$ cat src/core/amvd_pkg.sv
// Purpose: constants for the address map and vector decode block
// Assumes: 16-bit cpu address, 8-bit data
// Notes: none
// How it works
// - direct page registers selected for addresses 0x0000 to 0x007f.
// - high page registers selected for addresses 0x1800 to 0x185f.
// - nonvolatile area is sixteen flash bytes from 0xffb0 to 0xffbf.
// - at every reset, protection and option bytes load from flash.
// - nonvolatile area holds an eight byte key for secure access.
// - nonvolatile bytes change only by flash program, not bus writes.
// - direct mode supplies low byte only; upper byte taken as zero. Code also forces bit 7 low, so 0x80-0xff land in 0x00-0x7f.
// - every direct page bit supports single bit read modify write.
// - fixed zero bits always read zero whatever is written.
// - vectors at 0xffc0-0xffff, high byte even address, reset on top.
// - port b pin vector at 0xffd4, port a pin vector at 0xffd6.
package amvd_pkg;
    localparam logic [15:0] DP_LO = 16'h0000;
    localparam logic [15:0] DP_HI = 16'h007f;
    localparam logic [15:0] HP_LO = 16'h1800;
    localparam logic [15:0] HP_HI = 16'h185f;
    localparam logic [15:0] NV_LO = 16'hffb0;
    localparam logic [15:0] NV_HI = 16'hffbf;
    localparam logic [3:0] NV_PROT_IDX = 4'hd;
    localparam logic [3:0] NV_OPT_IDX = 4'hf;
    localparam logic [3:0] NV_KEY_IDX = 4'h0;
    localparam logic [15:0] VEC_BASE = 16'hffc0;
    localparam logic [4:0] VEC_RESET = 5'h1f;
    localparam logic [4:0] VEC_SWI = 5'h1e;
    localparam logic [4:0] VEC_IRQ = 5'h1d;
    localparam logic [4:0] VEC_PORTA = 5'h0b;
    localparam logic [4:0] VEC_PORTB = 5'h0a;
    localparam logic [7:0] PROT_RST = 8'hff;
    localparam logic [7:0] OPT_RST = 8'hff;
    typedef enum logic [3:0] {
        AMVD_SEL_DP = 4'b0001,
        AMVD_SEL_HP = 4'b0010,
        AMVD_SEL_NV = 4'b0100,
        AMVD_SEL_MEM = 4'b1000
    } amvd_sel_t;
    typedef enum logic [2:0] {
        AMVD_LD_PROT = 3'b001,
        AMVD_LD_OPT = 3'b010,
        AMVD_LD_DONE = 3'b100
    } amvd_ld_t;
endpackage : amvd_pkg

$ cat src/core/amvd_nv_if.sv
// Purpose: read and program port into the nonvolatile byte store
// Assumes: single clock
// Notes: none
`timescale 1ns/10ps
interface amvd_nv_if;
    logic [3:0] addr;
    logic [7:0] rdata;
    logic [7:0] pdata;
    logic pwe;
    modport store (input addr, input pdata, input pwe, output rdata);
    modport user (output addr, output pdata, output pwe, input rdata);
endinterface : amvd_nv_if

$ cat src/core/amvd_top.sv
// Purpose: address classification, nonvolatile loads and vector slots
// Assumes: cpu address and strobes synchronous to ref_clk
// Notes: outputs registered, one cycle after the address
`timescale 1ns/10ps
module amvd_top (
    input wire logic ref_clk,
    input wire logic nrst,
    input wire logic [15:0] cpu_addr,
    input wire logic direct_mode,
    input wire logic cpu_rd,
    input wire logic cpu_wr,
    input wire logic [4:0] vec_slot,
    input wire logic vec_req,
    input wire logic flash_prog,
    input wire logic [3:0] flash_addr,
    input wire logic [7:0] flash_data,
    input wire logic [7:0] wdata,
    input wire logic [7:0] fixed_zero_mask,
    output logic [3:0] sel,
    output logic sel_dp,
    output logic sel_hp,
    output logic sel_nv,
    output logic sel_mem,
    output logic [7:0] nv_rdata,
    output logic [7:0] masked_wdata,
    output logic [7:0] nonvolatile_protection_byte,
    output logic [7:0] nonvolatile_option_byte,
    output logic load_done,
    output logic [15:0] vec_hi_addr,
    output logic [15:0] vec_lo_addr,
    output logic vec_valid
);
    import amvd_pkg::*;
    amvd_nv_if nv ();

    // store keeps its cells through reset, as flash does
    amvd_nv_mem u_mem (
        .ref_clk(ref_clk),
        .nv(nv)
    );

    function automatic logic in_range(
        input logic [15:0] a,
        input logic [15:0] lo,
        input logic [15:0] hi
    );
        in_range = (a >= lo) && (a <= hi);
    endfunction : in_range

    // slot index to byte address; high byte even, low byte odd
    function automatic logic [15:0] vec_byte_addr(
        input logic [4:0] slot,
        input logic odd
    );
        vec_byte_addr = VEC_BASE | {10'h000, slot, odd};
    endfunction : vec_byte_addr

    // direct mode drops the upper byte; bit 7 low keeps it inside the register page
    wire [15:0] eff_addr = direct_mode ? {8'h00, 1'b0, cpu_addr[6:0]} : cpu_addr;
    wire hit_dp = in_range(eff_addr, DP_LO, DP_HI);
    wire hit_hp = in_range(eff_addr, HP_LO, HP_HI);
    wire hit_nv = in_range(eff_addr, NV_LO, NV_HI);
    // priority only matters if the ranges are ever moved to overlap
    wire [3:0] sel_w = hit_dp ? AMVD_SEL_DP : hit_hp ? AMVD_SEL_HP :
        hit_nv ? AMVD_SEL_NV : AMVD_SEL_MEM;
    wire bus_act = cpu_rd || cpu_wr;
    wire qsel_dp = sel_w[0] && bus_act;
    wire qsel_hp = sel_w[1] && bus_act;
    wire qsel_nv = sel_w[2] && bus_act;
    wire qsel_mem = sel_w[3] && bus_act;

    wire [15:0] vec_hi_w = vec_byte_addr(vec_slot, 1'b0);
    wire [15:0] vec_lo_w = vec_byte_addr(vec_slot, 1'b1);

    // bits set in fixed_zero_mask are forced to zero in the write data
    wire [7:0] mwd_w = wdata & ~fixed_zero_mask;

    // bus writes never reach the store; only the flash program path does
    wire nv_pwe = flash_prog;

    amvd_ld_t ld_r;
    amvd_ld_t ld_nxt;
    logic ld_wait_r;
    wire ld_in_prot = (ld_r == AMVD_LD_PROT);
    wire ld_in_opt = (ld_r == AMVD_LD_OPT);
    wire ld_in_done = (ld_r == AMVD_LD_DONE);
    wire take_prot = ld_in_prot && ld_wait_r;
    wire take_opt = ld_in_opt && ld_wait_r;
    wire [3:0] ld_addr = ld_in_prot ? NV_PROT_IDX : NV_OPT_IDX;
    wire [3:0] run_addr = flash_prog ? flash_addr : eff_addr[3:0];

    // loader owns the store address until both bytes are in
    assign nv.addr = ld_in_done ? run_addr : ld_addr;
    assign nv.pdata = flash_data;
    // programming during the load is dropped, not queued
    assign nv.pwe = nv_pwe && ld_in_done;

    always_comb begin
        ld_nxt = ld_r;
        unique case (ld_r)
            AMVD_LD_PROT: begin
                if (ld_wait_r) begin
                    ld_nxt = AMVD_LD_OPT;
                end
            end
            AMVD_LD_OPT: begin
                if (ld_wait_r) begin
                    ld_nxt = AMVD_LD_DONE;
                end
            end
            AMVD_LD_DONE: begin
                ld_nxt = AMVD_LD_DONE;
            end
            default: begin
                ld_nxt = AMVD_LD_PROT;
            end
        endcase
    end

    // reload at every reset, read takes two cycles through the store
    always_ff @(posedge ref_clk) begin
        if (!nrst) begin
            ld_r <= AMVD_LD_PROT;
            ld_wait_r <= 1'b0;
        end else begin
            ld_r <= ld_nxt;
            ld_wait_r <= (ld_nxt == ld_r) && !ld_wait_r && !ld_in_done;
        end
    end

    // working copy reads erased until the loader has fetched it
    always_ff @(posedge ref_clk) begin
        if (!nrst) begin
            nonvolatile_protection_byte <= PROT_RST;
        end else if (take_prot) begin
            nonvolatile_protection_byte <= nv.rdata;
        end
    end

    always_ff @(posedge ref_clk) begin
        if (!nrst) begin
            nonvolatile_option_byte <= OPT_RST;
        end else if (take_opt) begin
            nonvolatile_option_byte <= nv.rdata;
        end
    end

    always_ff @(posedge ref_clk) begin
        if (!nrst) begin
            load_done <= 1'b0;
        end else begin
            load_done <= (ld_nxt == AMVD_LD_DONE);
        end
    end

    // region code is unqualified so it shows the decode even when idle
    always_ff @(posedge ref_clk) begin
        if (!nrst) begin
            sel <= AMVD_SEL_MEM;
        end else begin
            sel <= sel_w;
        end
    end

    always_ff @(posedge ref_clk) begin
        if (!nrst) begin
            sel_dp <= 1'b0;
        end else begin
            sel_dp <= qsel_dp;
        end
    end

    always_ff @(posedge ref_clk) begin
        if (!nrst) begin
            sel_hp <= 1'b0;
        end else begin
            sel_hp <= qsel_hp;
        end
    end

    always_ff @(posedge ref_clk) begin
        if (!nrst) begin
            sel_nv <= 1'b0;
        end else begin
            sel_nv <= qsel_nv;
        end
    end

    always_ff @(posedge ref_clk) begin
        if (!nrst) begin
            sel_mem <= 1'b0;
        end else begin
            sel_mem <= qsel_mem;
        end
    end

    always_ff @(posedge ref_clk) begin
        if (!nrst) begin
            masked_wdata <= 8'h00;
        end else begin
            masked_wdata <= mwd_w;
        end
    end

    always_ff @(posedge ref_clk) begin
        if (!nrst) begin
            vec_hi_addr <= 16'h0000;
        end else begin
            vec_hi_addr <= vec_hi_w;
        end
    end

    always_ff @(posedge ref_clk) begin
        if (!nrst) begin
            vec_lo_addr <= 16'h0000;
        end else begin
            vec_lo_addr <= vec_lo_w;
        end
    end

    always_ff @(posedge ref_clk) begin
        if (!nrst) begin
            vec_valid <= 1'b0;
        end else begin
            vec_valid <= vec_req;
        end
    end

    // key bytes sit at the bottom of the area, read like any nv byte
    assign nv_rdata = nv.rdata;
endmodule : amvd_top

$ cat src/core/amvd_nv_mem.sv
// Purpose: sixteen byte nonvolatile register store
// Assumes: erased cells read all ones
// Notes: registered read data
`timescale 1ns/10ps
module amvd_nv_mem (
    input wire ref_clk,
    amvd_nv_if.store nv
);
    import amvd_pkg::*;
    // cells start erased; the clocked process stays the only writer
    logic [7:0] cell_r [16] = '{default: 8'hff};
    logic [7:0] rdata_r;
    assign nv.rdata = rdata_r;
    // program can only clear bits, like a flash cell
    always_ff @(posedge ref_clk) begin
        if (nv.pwe) begin
            cell_r[nv.addr] <= cell_r[nv.addr] & nv.pdata;
        end
        rdata_r <= cell_r[nv.addr];
    end
endmodule : amvd_nv_mem

$ cat config.mk
export PLATFORM = sky130hd
export DESIGN_NAME = amvd_top
export DESIGN_NICKNAME = d
export VERILOG_FILES = /design/src/core/amvd_pkg.sv /design/src/core/amvd_nv_if.sv /design/src/core/amvd_top.sv /design/src/core/amvd_nv_mem.sv
export SDC_FILE = /design/constraint.sdc
export NUM_CORES = 1
export LEC_CHECK = 0
export BUFFER_PORTS_ARGS = -buffer_cell sky130_fd_sc_hd__buf_2
export CELL_PAD_IN_SITES_DETAIL_PLACEMENT = 1
export CELL_PAD_IN_SITES_GLOBAL_PLACEMENT = 2
export CORE_MARGIN = 2
export CORE_UTILIZATION = 39
export DETAILED_ROUTE_END_ITERATION = 10
export GPL_TIMING_DRIVEN = 0
export HOLD_SLACK_MARGIN = 0.05
export PLACE_DENSITY_LB_ADDON = 0.1
export SLEW_MARGIN = 20
export SYNTH_ARGS = -nofsm -noshare
export SYNTH_HDL_FRONTEND = slang
export SYNTH_HIERARCHICAL = 1
export SYNTH_SLANG_ARGS = --single-unit
$ cat constraint.sdc
create_clock -name ref_clk -period 3.8 [get_ports ref_clk]
set_input_delay 0.57 -clock ref_clk [delete_from_list [all_inputs] [get_ports ref_clk]]
set_output_delay 0.57 -clock ref_clk [all_outputs]
set_load 0.005 [all_outputs]
**Yosys cells after proc, flatten, opt, wreduce, memory -nomap -nowiden**

Memories as Yosys holds them, arrays and structs flattened.
Cells that the tools add are included.

- $lt $le $gt $ge: 6
- Equal/unequal tests: 5
- Muxes and demuxes: 14
- Bitwise logic cells: 3
- Reduce and logical (&&, ||, !) cells: 15

Operators with widths:

| cell | number |
|---|---|
| $mux 16 | 3 |
| $mux 4 | 5 |
| $and 8x8->8 | 2 |
| $ge 16x1->1 const B | 1 |
| $ge 16x13->1 const B | 1 |
| $ge 16x16->1 const B | 1 |
| $le 16x13->1 const B | 1 |
| $le 16x16->1 const B | 1 |
| $le 16x7->1 const B | 1 |
| $logic_and 1x1->1 | 12 |
| $pmux 3 s3 | 1 |
| $not 8->8 | 1 |
| $eq 3x3->1 const B | 2 |
| $mux 3 | 2 |
| $eq 3x1->1 const B | 1 |
| $eq 3x2->1 const B | 1 |
| $eq 3x3->1 | 1 |
| $logic_not 1->1 | 2 |
| $mux 1 | 2 |
| $mux 2 | 1 |
| $logic_or 1x1->1 | 1 |

- Bits in registers: 73
- RAM bits: 128
- Input bits: 56
- Output and inout port bits: 74
- Logic and storage cells: 60
- Memories kept: 1

Memory list:

| name | words | bits a word | rd ports | clocked after memory_dff | wr ports | line | source |
|---|---|---|---|---|---|---|---|
| u_mem.cell_r | 16 | 8 | 1 | 0 | 1 | amvd_nv_mem.sv:11 | `logic [7:0] cell_r [16] = '{default: 8'hff};` |

**Logic depth before layout (Yosys ltp)**

- Depth after elaboration: 7
- Gate-level depth with buffers: 8
- Mapped depth without buffers: 6

**By module**

The synthesis kept the hierarchy.

By module, submodules not included:

| module | times used | cells an instance | area each (um^2) | sequential area each (um^2) |
|---|---|---|---|---|
| amvd_nv_mem | 1 | 245 | 5211.2 | 4003.8 |
| amvd_top | 1 | 184 | 1848.0 | 880.8 |

**Worst setup path after synthesis**

No wires, ideal clock.

- Kind: input to register
- Start: input port flash_prog
- End: memory u_mem.cell_r[0][4] (data pin)
- Setup time: 340 ps
- Arrival: 2587 ps
- Data required time: 3460 ps
- Slack: 872 ps
- Stages: 8
- Path buffers: 3
- Cells stage by stage: clkbuf_1 > mux2i_1 > nand2_1 > buf_6 > buf_4 > mux4_2 > o22ai_1 > a211oi_1

- Cells in the longest elaborated chain, start to end: 4

RTL lines:

| what | line | source |
|---|---|---|
| start, declared | amvd_top.sv:14 | `input wire logic flash_prog,` |
| $mux 4 | amvd_top.sv:90 | `wire [3:0] run_addr = flash_prog ? flash_addr : eff_addr[3:0];` |
| $mux 4 | amvd_top.sv:93 | `assign nv.addr = ld_in_done ? run_addr : ld_addr;` |
| named net nv.addr[2] | amvd_nv_if.sv:6 | `logic [3:0] addr;` |
| $mem_v2 16x8 | - |  |
| $and 8x8->8 | amvd_nv_mem.sv:17 | `cell_r[nv.addr] <= cell_r[nv.addr] & nv.pdata;` |
| end, declared | amvd_nv_mem.sv:11 |  |

The timed path passes the listed nets, and every way through them passes these cells.

**Worst setup path after layout**

- Start: register ld_r[2]
- End: memory u_mem.cell_r[3][6], enable pin

- Elaborated cells between the ends (all ways): 7
- Those cells by class: eq/ne (2); mux (4); reduce/logical (1)

RTL lines:

| what | line | source |
|---|---|---|
| start, declared | amvd_top.sv:81 | `amvd_ld_t ld_r;` |
| start signal, assigned | amvd_top.sv:126 | `ld_r <= ld_nxt;` |
| $eq 3x3->1 | amvd_top.sv:86 | `wire ld_in_done = (ld_r == AMVD_LD_DONE);` |
| $mux 4 | amvd_top.sv:93 |  |
| named net nv.addr[2] | amvd_nv_if.sv:6 |  |

The timed path passes the listed nets, and every way through them passes these cells.

==> results.toml <==
[power]
power.leakage_nw = 3.359
pwr-share-comb = 0.086
p_seq_frac = 0.514
irDropWorstVdd_uv = 332.9
switching_share = 0.2498
p_switching_mw = 1.070
clock_power_share = 0.400
internal_power_mw = 3.212
power.total_mw = 4.282
power_density_mw_per_mm2 = 493.0

[run]
maxCapViolCount = 0

[logic_synthesis]
syn_area_per_cell_sq_um = 16.46
yosys.area.top_type = "edfxtp_1"
yosysMostFrequentCell = "edfxtp_1"
ys_seq_area_frac = 0.6920
synth-main-ff-cell = "edfxtp_1"
netlist_instances = 429
synthArstFlopShare = 0
yosysWarnings = 6
synth_seq_cells = 180
syn_area_sq_mm = 0.007059
synth_area_leaders = "edfxtp_1 (54%), dfxtp_1 (15%), mux4_2 (8.9%)"
synth_cell_types = 45
syn_nets = 485
synth_edf_count = 128
synth.top_cells.by_count = "edfxtp_1 (128), dfxtp_1 (52), buf_4 (30)"
synth_top_area_frac = 0.5445

[cells_and_area]
nNetsFinal = 639
areaGrowthSynthToFinish_pct = 23.04
diodes = 0
final_cells = 825
nFillCells = 1782
drive_above_1_share = 0.4262

[die]
num_rows = 49
dieArea_sq_mm = 0.01919
io_pins = 130
core-area_sq_mm = 0.01784
die_w_um = 138.5
die_h_um = 138.5
initial_core_util = 0.3957

[timing]
fin_skew_ps = 12.88
setup_ws_ps = 564.3
max_freq_ghz = 0.3091
slew_headroom = 0.3784
finalSetupViolCount = 0
worstMarginPinSlew_ps = 928.9
min_period_ps = 3236
rsz0062_at_grt = "no"
slew_violations = 0
report.final.hold_viol_count = 0
whs_ps = 337.4
finalCritPeriodShare = 0.8515
tns_ps = 0

[critical_path]
crit_start = "ld_r[2]$_SDFF_PN0_"
endpoint_kind = "flip-flop"
arrival_ps = 3290
r2r_slack_ps = 560
r2r_start = "ld_r[2]$_SDFF_PN0_"
reg2reg_to = "u_mem/cell_r[3][6]$_DFFE_PP_"
startpoint_type = "flip-flop"
path_max_fanout = 10
cp.required_ps = 3860
worstSetupPathType = "flip-flop to flip-flop"
ff2ff_path_depth = 6
crit_end = "u_mem/cell_r[3][6]$_DFFE_PP_"

[clock_network]
ctsResizeCount = 0
cts_setup_buffers = 0
cts_buffers = 17
cts_tree = "built"
clock_path_buffers = 2
insertion_delay_ps = 430
hold_buffers = 0
clkTransAtPathRegs_ps = 70
cts_root_buf = "clkbuf_16"
htreeDepth = 4
cts_sinks = 180

[route]
route.vias.total = 4139
wirelength_mm = 16.48
wl_per_cell_um = 19.97
ant_nets = 0
drc = 0
vias_per_cell = 5.017
drtPass1Iterations = 4
drt_first_iter_violations = 187

[global_routing]
antenna_found_initial = 0
grt_pass1_vias = 4248
grt_max_degree = 22
grt_overflow_total = 0
grt_pass1_wl_mm = 25.39
grt_usage = 0.1773

[placement]
dp.cells = 793
place.gp.congestion = 0.7628
dp_hpwl_mm = 11.89
io_buffer_count = 127
place_ws_ps = 303.8

[worst_hold_path]
hold_class = "input port to flip-flop"

[status]
status = "completed"
## layer usage
metal	up-vias	wire length (um)	GRT usage
li1	1929	-	-
met1	2074	7423	0.2386
met2	120	7828	0.2845
met4	0	257	0.05585
met3	16	970	0.04627
met5	-	0	0
## metrics by stage
step	instance area, sq um	utilization
after floorplan	7059	-
after detailed placement	8105	0.4543
after CTS	8686	0.4869
after global routing	8686	0.4869
final	8686	0.4869
after global placement	7981	0.4474
## worst min path at each step
stage,start,depth (start not counted),slack [ps],endpoint
CTS,nrst,1,320,vec_lo_addr[14]$_DFF_P_
global placement,nonvolatile_protection_byte[3]$_SDFFE_PN1P_,2,450,nonvolatile_protection_byte[3]$_SDFFE_PN1P_
detailed placement,nonvolatile_protection_byte[3]$_SDFFE_PN1P_,2,450,nonvolatile_protection_byte[3]$_SDFFE_PN1P_
floorplan,ld_wait_r$_SDFF_PN0_,1,460,ld_wait_r$_SDFF_PN0_
finish,nrst,1,340,vec_lo_addr[14]$_DFF_P_
global route,nrst,1,330,vec_lo_addr[14]$_DFF_P_
## registers in the layout, summed over array words and instances, names as in the netlist
register                     count
sel_dp                           1
sel                              4
sel_nv                           1
vec_valid                        1
nonvolatile_protection_byte      8
sel_mem                          1
masked_wdata                     8
u_mem/cell_r                   128
ld_r                             3
ld_wait_r                        1
sel_hp                           1
vec_lo_addr                      6
nonvolatile_option_byte          8
u_mem/nv.rdata                   8
load_done                        1
## cells by family after synthesis
group / synth area share
flip-flops: 0.6920
AND/OR/NAND/NOR: 0.07551
multiplexers: 0.1453
buffers and inverters: 0.05300
AO/OA/AOI/OAI: 0.03244
XOR/XNOR: 0.001241
other: 0.0005312
## final cells by class
cell class / instances / area, sq um / area share
plain buffers: 48 / 340.3 / 0.03918
clock buffers: 17 / 425.4 / 0.04898
clock inverters: 15 / 155.1 / 0.01786
inverters: 9 / 33.78 / 0.003889
multi-input cells: 192 / 1861 / 0.2142
flip-flops and latches: 180 / 4885 / 0.5624
well taps: 229 / 286.5 / 0.03299
repair buffers: 135 / 699.4 / 0.08052
## critical path, stage by stage, from the launching register on
cell     delay [ps]
dfxtp_1         450
nor3b_1         640
nand2_1         180
buf_6           210
buf_4           190
or3b_2          550
nor2_1          640
## power groups by stage
stage                     logic (mW)  registers (mW)  clock network, mW
after floorplan                0.181            2.25                  0
after global placement         0.331            2.25                  0
after detailed placement       0.372            2.25                  0
after CTS                      0.373            2.20               1.77
after global routing           0.405            2.21               1.84
final                          0.368            2.20               1.71
## placed cells by master (no fill, tap or decap), types with 2 or more instances in the layout
cell	netlist	routed
a211oi_2	0	8
a21oi_1	9	9
a31oi_1	2	2
and2_1	9	9
and3b_1	8	8
buf_2	10	137
buf_4	30	37
buf_6	1	2
clkbuf_1	5	5
clkbuf_16	0	17
clkinv_4	0	2
dfxtp_1	52	52
edfxtp_1	128	128
inv_1	8	8
inv_6	0	4
inv_8	0	7
mux2i_1	29	29
mux4_1	4	4
mux4_2	28	28
nand2_1	24	24
nand2b_1	5	5
nand3_1	3	3
nand3b_1	4	4
nor2_1	17	17
nor2b_1	2	2
nor3_1	8	4
nor3_2	0	4
nor3b_1	3	3
nor4_1	2	2
o21ai_0	2	2
o22ai_1	8	8
Note: power is estimated with default switching activity, not from simulation.
